<file path="src/rtl/sfci_pkg.sv">
// sfci_pkg.sv: opcodes, field positions, phase counts and carrier
// types of the serial flash command interface.
// assumes a 20-bit byte address held inside a 24-bit serial address.
package sfci_pkg;

   // address bits kept by the device; upper serial bits fall away
   localparam int ADDR_W = 20;

   // command opcodes
   localparam logic [7:0] OP_READ    = 8'h03;
   localparam logic [7:0] OP_FREAD   = 8'h0B;
   localparam logic [7:0] OP_DOREAD  = 8'h3B;
   localparam logic [7:0] OP_DIOREAD = 8'hBB;
   localparam logic [7:0] OP_SSE_A   = 8'h20;
   localparam logic [7:0] OP_SSE_B   = 8'hD7;
   localparam logic [7:0] OP_SE      = 8'hD8;
   localparam logic [7:0] OP_CE_A    = 8'h60;
   localparam logic [7:0] OP_CE_B    = 8'hC7;
   localparam logic [7:0] OP_PROG    = 8'h02;
   localparam logic [7:0] OP_WR_EN   = 8'h06;
   localparam logic [7:0] OP_WR_DIS  = 8'h04;
   localparam logic [7:0] OP_PWR_DN  = 8'hB9;
   localparam logic [7:0] OP_RD_STAT = 8'h05;
   localparam logic [7:0] OP_WR_STAT = 8'h01;
   localparam logic [7:0] OP_STD_ID  = 8'h9F;
   localparam logic [7:0] OP_ID_WAKE = 8'hAB;

   // status byte field positions and reset value
   localparam int         STAT_BUSY_BIT = 0;
   localparam int         STAT_WEL_BIT  = 1;
   localparam int         STAT_LOCK_BIT = 7;
   localparam logic [7:0] STAT_RST      = 8'h00;

   // last count index of each input phase in rising clock edges, then output bits left after the first launch, and the last id byte index
   localparam logic [5:0] BYTE_LAST   = 6'h07;
   localparam logic [5:0] ADDR1_LAST  = 6'h17; // 24 clocks, one line
   localparam logic [5:0] ADDR2_LAST  = 6'h0B; // 12 clocks, two lines
   localparam logic [5:0] DUMMY8_LAST = 6'h07;
   localparam logic [5:0] DUMMY4_LAST = 6'h03;
   localparam logic [2:0] OUT1_LEFT   = 3'h7; // launches after the first
   localparam logic [2:0] OUT2_LEFT   = 3'h3;
   localparam logic [1:0] ID_LAST     = 2'h2;

   // synchroniser reset: {clk, select, hold, protect, line1, line0}
   localparam logic [5:0] PIN_RST = 6'h1C;

   typedef enum logic [6:0] {
      PH_IDLE  = 7'h01,
      PH_CMD   = 7'h02,
      PH_ADDR  = 7'h04,
      PH_DUMMY = 7'h08,
      PH_DIN   = 7'h10,
      PH_DOUT  = 7'h20,
      PH_SKIP  = 7'h40
   } sfci_phase_t;

   // requests handed to the array side; flags are one-cycle pulses
   typedef struct packed {
      logic              erase_small;
      logic              erase_sector;
      logic              erase_chip;
      logic              prog_valid;
      logic              status_wr;
      logic [ADDR_W-1:0] addr;
      logic [7:0]        program_data_byte;
      logic [7:0]        status_data;
   } sfci_op_t;

   typedef struct packed {
      sfci_phase_t       ph;
      logic [7:0]        cmd;
      logic [7:0]        sh;
      logic [5:0]        cnt;
      logic [ADDR_W-1:0] addr;
      logic              done;
      logic              dual;
      logic              lz;
      logic [7:0]        osh;
      logic [2:0]        ocnt;
      logic [1:0]        idx;
      logic              mode3;
      logic              wel;
      logic              pd;
      logic [7:0]        stat;
      logic              sclk_p;
      logic              cs_p;
      logic              d0;
      logic              d1;
      sfci_op_t          op;
   } sfci_state_t;

   localparam sfci_state_t ST_RST = '{ph: PH_IDLE, cs_p: 1'b1,
                                      stat: STAT_RST, default: '0};

endpackage : sfci_pkg

</file>
<file path="src/rtl/sfci_core.sv">
// sfci_core.sv: slave command interface of a serial flash, sampling
// the host serial clock with the system clock.
// assumes the host clock half period spans at least 6 system clocks
// and that the array answers mem_rdata_in within 2 clocks.
// Function
// - capture input bits on serial clock rising edges
// - launch output bits on serial clock falling edges
// - line0 drives data in two-line reads
// - line1 output in dual read, bidirectional dual io
// - select high keeps device idle, inputs ignored
// - select falling edge starts a new transaction
// - input grouped into bytes, most significant first
// - clock level at select fall picks mode
// - protect pin low enforces status lock bit
// - hold low freezes transfer, resumes when high
// - opcode 03h: address, data from fifth byte
// - opcode 0Bh: address, dummy, data from sixth
// - opcode 3Bh: dummy float, two-bit data out
// - opcode BBh: two-bit address, dummy, data
// - D8h with address: 64 KB sector erase
// - lone 60h or C7h erases whole array
// - opcode 02h: address then program data bytes
// - 06h sets, 04h clears write enable latch
// - 05h reads status, 01h writes status
// - B9h sleeps, ABh wakes, identification reads
// - top address bits and dummy values ignored
// - dual io floats lines in last dummies
// - odd data bits out on line0, odd BBh address bits in on line1
// - read address increments and wraps to zero
// - output floats and read ends when deselected
`timescale 1ns/100ps
module sfci_core
   import sfci_pkg::*;
#(
   parameter logic [7:0] MFR_ID   = 8'h5A, // arbitrary value
   parameter logic [7:0] TYPE_ID  = 8'h3C, // arbitrary value
   parameter logic [7:0] DEV_ID   = 8'h14  // arbitrary value
) (
   input  wire logic              sys_clk_in,
   input  wire logic              reset_n_in,
   input  wire logic              sclk_in,
   input  wire logic              cs_n_in,
   input  wire logic              hold_n_in,
   input  wire logic              wp_n_in,
   input  wire logic              serial_in_io_line0_in,
   output logic                   serial_in_io_line0_out,
   output logic                   serial_in_io_line0_oe_out,
   input  wire logic              serial_out_io_line1_in,
   output logic                   serial_out_io_line1_out,
   output logic                   serial_out_io_line1_oe_out,
   input  wire logic              array_busy_in,
   input  wire logic [7:0]        mem_rdata_in,
   output logic      [ADDR_W-1:0] mem_addr_out,
   output sfci_op_t               op_out,
   output logic      [7:0]        status_reg_out,
   output logic                   write_enabled_out,
   output logic                   power_down_out,
   output logic                   spi_mode3_out
);

   sfci_state_t s_q;
   sfci_state_t s_d;
   logic [5:0]  pins_s;
   logic        sclk_s;
   logic        cs_s;
   logic        hold_s;
   logic        wp_s;
   logic        io1_s;
   logic        io0_s;
   logic        rise;
   logic        fall;
   logic        dual_in;
   logic [7:0]  din;
   logic [7:0]  nb;
   logic [7:0]  stat_byte;
   logic        locked;

   // every pin passes two flops before any logic looks at it
   sfci_sync #(
      .W       (6),
      .RST_VAL (PIN_RST)
   ) u_sync (
      .sys_clk_in (sys_clk_in),
      .reset_n_in (reset_n_in),
      .d_in       ({sclk_in, cs_n_in, hold_n_in, wp_n_in,
                    serial_out_io_line1_in, serial_in_io_line0_in}),
      .q_out      (pins_s)
   );

   assign {sclk_s, cs_s, hold_s, wp_s, io1_s, io0_s} = pins_s;

   // serial clock edges, seen only while selected and not on hold
   assign rise = sclk_s & ~s_q.sclk_p & ~cs_s & ~s_q.cs_p & hold_s;
   assign fall = ~sclk_s & s_q.sclk_p & ~cs_s & ~s_q.cs_p & hold_s;

   // two-bit input only for the address and dummies of BBh
   assign dual_in = (s_q.cmd == OP_DIOREAD) &
                    (s_q.ph == PH_ADDR || s_q.ph == PH_DUMMY);
   assign din = dual_in ? {s_q.sh[5:0], io1_s, io0_s}
                        : {s_q.sh[6:0], io0_s};

   // live busy and latch bits overlay the stored protect bits
   always_comb begin
      stat_byte                = s_q.stat;
      stat_byte[STAT_BUSY_BIT] = array_busy_in;
      stat_byte[STAT_WEL_BIT]  = s_q.wel;
   end

   // lock only bites while the protect pin is low
   assign locked = ~wp_s & s_q.stat[STAT_LOCK_BIT];

   // next state: one process for the whole transaction engine
   always_comb begin
      s_d                   = s_q;
      nb                    = 8'h00;
      s_d.sclk_p            = sclk_s;
      s_d.cs_p              = cs_s;
      s_d.op.erase_small    = 1'b0;
      s_d.op.erase_sector   = 1'b0;
      s_d.op.erase_chip     = 1'b0;
      s_d.op.prog_valid     = 1'b0;
      s_d.op.status_wr      = 1'b0;
      if (cs_s) begin
         // deselected: idle, outputs float, reads end
         s_d.ph   = PH_IDLE;
         s_d.lz   = 1'b0;
         s_d.done = 1'b0;
         // only complete commands act on the rising select
         if (!s_q.cs_p && s_q.done) begin
            unique case (s_q.cmd)
               OP_WR_EN:  s_d.wel = 1'b1;
               OP_WR_DIS: s_d.wel = 1'b0;
               OP_PWR_DN: s_d.pd  = 1'b1;
               OP_CE_A, OP_CE_B: begin
                  s_d.op.erase_chip = s_q.wel;
                  s_d.wel           = 1'b0;
               end
               OP_SSE_A, OP_SSE_B: begin
                  s_d.op.erase_small = s_q.wel;
                  s_d.op.addr        = s_q.addr;
                  s_d.wel            = 1'b0;
               end
               OP_SE: begin
                  s_d.op.erase_sector = s_q.wel;
                  s_d.op.addr         = s_q.addr;
                  s_d.wel             = 1'b0;
               end
               OP_PROG: s_d.wel = 1'b0;
               OP_WR_STAT: begin
                  // refused quietly while locked
                  if (s_q.wel && !locked) begin
                     s_d.stat         = s_q.op.status_data;
                     s_d.op.status_wr = 1'b1;
                  end
                  s_d.wel = 1'b0;
               end
               default: ;
            endcase
         end
      end else if (s_q.cs_p) begin
         // select fell: fresh transaction, clock level picks mode
         s_d.ph    = PH_CMD;
         s_d.cnt   = 6'h00;
         s_d.mode3 = sclk_s;
         s_d.dual  = 1'b0;
         s_d.ocnt  = 3'h0;
         s_d.idx   = 2'h0;
      end else if (rise) begin
         // capture on rising edges, hold low masks them
         s_d.sh  = din;
         s_d.cnt = s_q.cnt + 6'h01;
         unique case (s_q.ph)
            PH_CMD: begin
               if (s_q.cnt == BYTE_LAST) begin
                  s_d.cmd = din;
                  s_d.cnt = 6'h00;
                  // asleep, only the wake opcode is heard
                  if (s_q.pd && din != OP_ID_WAKE) begin
                     s_d.ph = PH_SKIP;
                  end else begin
                     unique case (din)
                        OP_READ, OP_FREAD, OP_DOREAD, OP_DIOREAD,
                        OP_SSE_A, OP_SSE_B, OP_SE, OP_PROG:
                           s_d.ph = PH_ADDR;
                        OP_ID_WAKE: begin
                           s_d.pd = 1'b0;
                           s_d.ph = PH_ADDR;
                        end
                        OP_STD_ID, OP_RD_STAT: s_d.ph = PH_DOUT;
                        OP_WR_STAT: s_d.ph = PH_DIN;
                        OP_WR_EN, OP_WR_DIS, OP_CE_A, OP_CE_B,
                        OP_PWR_DN: begin
                           s_d.ph   = PH_SKIP;
                           s_d.done = 1'b1;
                        end
                        default: s_d.ph = PH_SKIP;
                     endcase
                  end
               end
            end
            PH_ADDR: begin
               // only the low address bits are kept
               s_d.addr = dual_in ? {s_q.addr[ADDR_W-3:0], io1_s, io0_s}
                                  : {s_q.addr[ADDR_W-2:0], io0_s};
               if (s_q.cnt == (dual_in ? ADDR2_LAST : ADDR1_LAST)) begin
                  s_d.cnt = 6'h00;
                  unique case (s_q.cmd)
                     OP_READ, OP_ID_WAKE: s_d.ph = PH_DOUT;
                     OP_FREAD, OP_DOREAD, OP_DIOREAD:
                        s_d.ph = PH_DUMMY;
                     OP_PROG: begin
                        s_d.ph   = PH_DIN;
                        s_d.done = 1'b1;
                     end
                     default: begin
                        s_d.ph   = PH_SKIP;
                        s_d.done = 1'b1;
                     end
                  endcase
               end
            end
            PH_DUMMY: begin
               // dummy values are ignored and lines stay undriven
               if (s_q.cnt == (dual_in ? DUMMY4_LAST : DUMMY8_LAST))
               begin
                  s_d.ph   = PH_DOUT;
                  s_d.dual = (s_q.cmd != OP_FREAD);
               end
            end
            PH_DIN: begin
               if (s_q.cnt == BYTE_LAST) begin
                  s_d.cnt = 6'h00;
                  if (s_q.cmd == OP_WR_STAT) begin
                     s_d.op.status_data = din;
                     s_d.done           = 1'b1;
                     s_d.ph             = PH_SKIP;
                  end else begin
                     // each byte goes out at once; address wraps
                     // inside its page
                     s_d.op.prog_valid        = s_q.wel;
                     s_d.op.addr              = s_q.addr;
                     s_d.op.program_data_byte = din;
                     s_d.addr[7:0] = s_q.addr[7:0] + 8'h01;
                  end
               end
            end
            PH_IDLE, PH_DOUT, PH_SKIP: ;
         endcase
      end else if (fall && s_q.ph == PH_DOUT) begin
         // launch on falling edges; line drivers turn on here
         s_d.lz = 1'b1;
         if (s_q.ocnt == 3'h0) begin
            unique case (s_q.cmd)
               OP_RD_STAT: nb = stat_byte;
               OP_STD_ID: begin
                  unique case (s_q.idx)
                     2'h0:    nb = MFR_ID;
                     2'h1:    nb = TYPE_ID;
                     default: nb = DEV_ID;
                  endcase
                  s_d.idx = (s_q.idx == ID_LAST) ? 2'h0
                                                 : s_q.idx + 2'h1;
               end
               OP_ID_WAKE: nb = DEV_ID;
               default: begin
                  nb       = mem_rdata_in;
                  s_d.addr = s_q.addr + 20'h00001;
               end
            endcase
            if (s_q.dual) begin
               s_d.d0   = nb[7];
               s_d.d1   = nb[6];
               s_d.osh  = {nb[5:0], 2'b00};
               s_d.ocnt = OUT2_LEFT;
            end else begin
               s_d.d1   = nb[7];
               s_d.osh  = {nb[6:0], 1'b0};
               s_d.ocnt = OUT1_LEFT;
            end
         end else begin
            if (s_q.dual) begin
               s_d.d0  = s_q.osh[7];
               s_d.d1  = s_q.osh[6];
               s_d.osh = {s_q.osh[5:0], 2'b00};
            end else begin
               s_d.d1  = s_q.osh[7];
               s_d.osh = {s_q.osh[6:0], 1'b0};
            end
            s_d.ocnt = s_q.ocnt - 3'h1;
         end
      end
   end

   // whole state registered at once
   always_ff @(posedge sys_clk_in or negedge reset_n_in) begin
      if (!reset_n_in) begin
         s_q <= ST_RST;
      end else begin
         s_q <= s_d;
      end
   end

   // drivers float on deselect or hold without waiting a clock edge
   // line0 drives only in two-line reads
   assign serial_out_io_line1_oe_out = s_q.lz & ~cs_s & hold_s;
   assign serial_in_io_line0_oe_out  = s_q.lz & ~cs_s & hold_s
                                       & s_q.dual;
   assign serial_out_io_line1_out    = s_q.d1;
   assign serial_in_io_line0_out     = s_q.d0;
   assign mem_addr_out      = s_q.addr;
   assign op_out            = s_q.op;
   assign status_reg_out    = stat_byte;
   assign write_enabled_out = s_q.wel;
   assign power_down_out    = s_q.pd;
   assign spi_mode3_out     = s_q.mode3;
endmodule : sfci_core

</file>
<file path="src/rtl/sfci_sync.sv">
// sfci_sync.sv: two-stage synchroniser for pins from outside the
// system clock; assumes each bit is an independent level.
`timescale 1ns/100ps
module sfci_sync #(
   parameter int             W       = 1,
   parameter logic [W-1:0]   RST_VAL = '0
) (
   input  wire logic         sys_clk_in,
   input  wire logic         reset_n_in,
   input  wire logic [W-1:0] d_in,
   output logic      [W-1:0] q_out
);

   logic [W-1:0] meta_q;

   // first stage feeds only the second stage
   always_ff @(posedge sys_clk_in or negedge reset_n_in) begin
      if (!reset_n_in) begin
         meta_q <= RST_VAL;
         q_out  <= RST_VAL;
      end else begin
         meta_q <= d_in;
         q_out  <= meta_q;
      end
   end

endmodule : sfci_sync
</file>
<file path="config.mk">
export PLATFORM = sky130hd
export DESIGN_NAME = sfci_core
export DESIGN_NICKNAME = d
export VERILOG_FILES = /design/src/rtl/sfci_pkg.sv /design/src/rtl/sfci_core.sv /design/src/rtl/sfci_sync.sv
export SDC_FILE = /design/constraint.sdc
export NUM_CORES = 1
export LEC_CHECK = 0
export ABC_AREA = 1
export BUFFER_PORTS_ARGS = -buffer_cell sky130_fd_sc_hd__buf_2
export CORE_AREA = 2 2 135 98
export CTS_CLUSTER_DIAMETER = 50
export DETAILED_ROUTE_END_ITERATION = 8
export DIE_AREA = 0 0 137 100
export HOLD_SLACK_MARGIN = 0.02
export PLACE_DENSITY = 0.84
export SLEW_MARGIN = 20
export SYNTH_ARGS = -nofsm -noshare
export SYNTH_HDL_FRONTEND = slang
export SYNTH_SLANG_ARGS = --single-unit
</file>
<file path="constraint.sdc">
create_clock -name sys_clk_in -period 4.7 [get_ports sys_clk_in]
set_input_delay 0.47 -clock sys_clk_in [delete_from_list [all_inputs] [get_ports sys_clk_in]]
set_output_delay 0.47 -clock sys_clk_in [all_outputs]
set_load 0.01 [all_outputs]
</file>
==> flow_metrics.env <==
export IMPL_netlist_area_um2=7622
export IMPL_min_delay_path_class="primary input to asynchronous set/reset pin"
export IMPL_achievable_frequency_mhz=321.0
export IMPL_finalMaxSlewViolations=0
export IMPL_dr_pass1_iters=6
export IMPL_slew_of_the_pin_with_the_lowest_slew_margin_ns=1.011
export IMPL_p_leak_uw=0.004067
export IMPL_placement_io_buffers=92
export IMPL_chipWidth_um=137
export IMPL_net_switching_power_uw=719.3
export IMPL_grt_pass1_vias=6069
export IMPL_power_density_nw_per_um2=346.3
export IMPL_synth_common_cells="209 x sky130_fd_sc_hd__nand2_1, 121 x sky130_fd_sc_hd__dfrtp_1, 117 x sky130_fd_sc_hd__o21ai_0"
export IMPL_synth_ff_type="sky130_fd_sc_hd__dfrtp_1"
export IMPL_power_ir_vdd_worst_mv=0.2438
export IMPL_core_area_um2=12610
export IMPL_place_gp_congestion=0.9915
export IMPL_grt_max_degree=45
export IMPL_grt_remaining_overflow=0
export IMPL_routedWlPerCell_um=15.86
export IMPL_number_of_antenna_violations_at_the_first_check_in_global_routing=0
export IMPL_rsz0062_at_grt="no"
export IMPL_synth_cells=995
export IMPL_synth_nets=1016
export IMPL_fin_total_pwr_uw=2862
export IMPL_synth_avg_cell_area_um2=7.661
export IMPL_setup_tns_final_ns=0
export IMPL_cts_htree_levels=4
export IMPL_power_frac_comb=0.097
export IMPL_critPathRequiredTime_ns=5.00
export IMPL_outcome="completed"
export IMPL_die_outline_area_um2=13700
export IMPL_use_met2=0.4003
export IMPL_worst_path_cell_with_the_longest_stage_delay="sky130_fd_sc_hd__nand3_1"
export IMPL_power_share_switching=0.2514
export IMPL_rr_endpoint="op_out[16]$_DFFE_PN0P_"
export IMPL_design_final_nets=1031
export IMPL_synth_distinct_cells=52
export IMPL_critical_path_start_end_classification="register to register"
export IMPL_globalRouteMet1Util=0.4389
export IMPL_clk_slew_on_worst_s_h_paths_ns=0.06
export IMPL_skew_ns=0.01678
export IMPL_cts_made_buffers=17
export IMPL_critical_path_startpoint="s_q[92]$_DFFE_PN0P_"
export IMPL_cp_start_kind="register"
export IMPL_postCtsHoldBufs=0
export IMPL_post_cts_repair_setup_buffers=0
export IMPL_cts_tree="built"
export IMPL_drtAntennaViolNets=0
export IMPL_num_antenna_cells=0
export IMPL_cts_root_to_sink_buffers=2
export IMPL_synth_top_area_frac=0.3972
export IMPL_grt_pass1_wl_um=30530
export IMPL_yosysSeqAreaShare=0.4248
export IMPL_clockRootBuffer="sky130_fd_sc_hd__clkbuf_16"
export IMPL_worst_endpoint_arrival_ns=3.42
export IMPL_drive_above_1_share=0.1799
export IMPL_placement_rows=35
export IMPL_groute_usage_overall=0.2843
export IMPL_timing_critical_path_slowest_cell_delay_ns=0.56
export IMPL_clkSinkCount=129
export IMPL_cp_max_fo=20
export IMPL_setup_violations_final=0
export IMPL_dp_slack_ns=1.664
export IMPL_maxSlewHeadroom=0.3220
export IMPL_worst_setup_path_end_kind="register"
export IMPL_worst_skew_pair_late_latency_ns=0.43
export IMPL_placedInstanceArea_um2=7651
export IMPL_reg2reg_depth=9
export IMPL_drc=0
export IMPL_post_synth_top_count_cell="sky130_fd_sc_hd__nand2_1"
export IMPL_viasPerCell=5.734
export IMPL_post_synth_edffs=0
export IMPL_stdcell_area_um2=8264
export IMPL_use_met3=0.06212
export IMPL_final_hold_viol_count=0
export IMPL_final_min_period_over_clock_period=0.6628
export IMPL_netlist_top_cell_by_area="sky130_fd_sc_hd__dfrtp_1"
export IMPL_drv_max_cap_violation_count=0
export IMPL_busiest_layer="met1"
export IMPL_power_internal_uw=2142
export IMPL_power_share_clock=0.483
export IMPL_area_delta_synth_final_pct=8.421
export IMPL_dr_first_iter_drc_count=756
export IMPL_largest_cells_by_area_after_synthesis="sky130_fd_sc_hd__dfrtp_1 40%, sky130_fd_sc_hd__nand2_1 10%, sky130_fd_sc_hd__o21ai_0 7.7%, sky130_fd_sc_hd__buf_4 7.0%, sky130_fd_sc_hd__inv_1 5.5%"
export IMPL_power_share_sequential=0.420
export IMPL_dr_total_vias=6818
export IMPL_period_needed_ns=3.115
export IMPL_path_common_cell="sky130_fd_sc_hd__nand2_1"
export IMPL_seq_cells_post_synth=129
export IMPL_dp_hpwl_um=13260
export IMPL_synth_async_reset_ratio=1.000
export IMPL_crit_path_cell_trace="ha_1 -> nand2_1 -> nor3_1 -> nand2_1 -> nor2_1 -> nand3_1 -> nand2_1 -> nand3_1 -> o21ai_0"
export IMPL_r2r_setup_slack_ns=1.58
export IMPL_timing_final_ws_setup_ns=1.585
export IMPL_start_util=0.6044
export IMPL_quantity_of_gates_resized_following_cts=0
export IMPL_wirelength_um=18860
export IMPL_top_level_i_o_count=93
export IMPL_floorplan_die_height_um=100
export IMPL_reg2reg_from="s_q[92]$_DFFE_PN0P_"
export IMPL_synth_warnings=0
[registers in the layout, indices dropped and copies added (netlist names)]
signal                   flops
op_out                      41
u_sync.meta_q                6
power_down_out               1
mem_addr_out                20
s_q                         45
spi_mode3_out                1
serial_out_io_line1_out      1
u_sync.q_out                 6
serial_in_io_line0_out       1
write_enabled_out            1
status_reg_out               6
[placed cells by master (no fill, tap or decap), types with 8 or more instances in the layout]
cell type                   count
sky130_fd_sc_hd__a21oi_1       40
sky130_fd_sc_hd__a31oi_1        8
sky130_fd_sc_hd__buf_2         91
sky130_fd_sc_hd__clkbuf_16     17
sky130_fd_sc_hd__dfrtp_1      121
sky130_fd_sc_hd__dfstp_2        8
sky130_fd_sc_hd__inv_1        111
sky130_fd_sc_hd__nand2_1      209
sky130_fd_sc_hd__nand2_2       21
sky130_fd_sc_hd__nand3_1       44
sky130_fd_sc_hd__nand4_1       19
sky130_fd_sc_hd__nor2_1        81
sky130_fd_sc_hd__nor3_1        17
sky130_fd_sc_hd__o211ai_1       8
sky130_fd_sc_hd__o21ai_0      117
sky130_fd_sc_hd__o21ai_1        9
sky130_fd_sc_hd__o22ai_1        8
sky130_fd_sc_hd__xor2_1        12
[metal layers]
metal,vias to the layer above,share of wire
met4,0,0.014
met3,33,0.089
met5,-,0
li1,3224,-
met1,3214,0.47
met2,347,0.42
[metrics by stage]
| stage | hold slack (ns) | instances | util |
|---|---|---|---|
| after global routing | 0.06336 | 1189 | 0.6553 |
| final | 0.02785 | 1189 | 0.6553 |
| after CTS | 0.04660 | 1189 | 0.6553 |
| after floorplan | 0.1744 | 995 | - |
| after detailed placement | 0.3356 | 1157 | 0.6066 |
| after global placement | 0.3327 | 1157 | 0.6066 |
[power groups by stage]
stage	clock network, uW	registers, uW	logic [uW]
CTS	1390	1200	275
detailed placement	0	1220	269
floorplan	0	1200	203
global placement	0	1220	265
global route	1450	1210	315
finish	1380	1200	278
[worst max path at each step]
stage                        endpoint  slack (ns)  cells after the start
2_1_floorplan    s_q[120]$_DFFE_PN0P_        2.63                     20
3_3_place_gp   op_out[18]$_DFFE_PN0P_        1.83                      9
3_5_place_dp   op_out[30]$_DFFE_PN0P_        1.66                      9
4_1_cts        op_out[16]$_DFFE_PN0P_        1.58                      9
5_1_grt        op_out[30]$_DFFE_PN0P_        1.31                      9
6_report       op_out[16]$_DFFE_PN0P_        1.58                      9
[cell families (layout without fill, tap and decap cells)]
group / after synthesis / after routing / share of synthesized area
AND/OR/NAND/NOR: 417 / 417 / 0.2500
XOR/XNOR: 13 / 13 / 0.01494
AO/OA/AOI/OAI: 214 / 214 / 0.1568
adder cells (fa/ha/maj): 4 / 4 / 0.006566
flip-flops: 129 / 129 / 0.4248
buffers and inverters: 217 / 245 / 0.1456
multiplexers: 1 / 1 / 0.001313
[critical path, delay by kind of cell (launching register included)]
family                   cells  cell delay, ns
flip-flops                   1            0.40
adder cells (fa/ha/maj)      1            0.22
AND/OR/NAND/NOR              7            1.91
AO/OA/AOI/OAI                1            0.45
[area by class of cell]
| class | count | area [um^2] |
|---|---|---|
| fill | 1074 | 4348 |
| multi-input combinational | 649 | 3274 |
| sequential | 129 | 3238 |
| timing repair buffer | 95 | 485.5 |
| clock buffer | 22 | 454.2 |
| inverter | 118 | 445.4 |
| tap | 166 | 207.7 |
| clock inverter | 10 | 158.9 |
(Power assumes the default switching activity.)
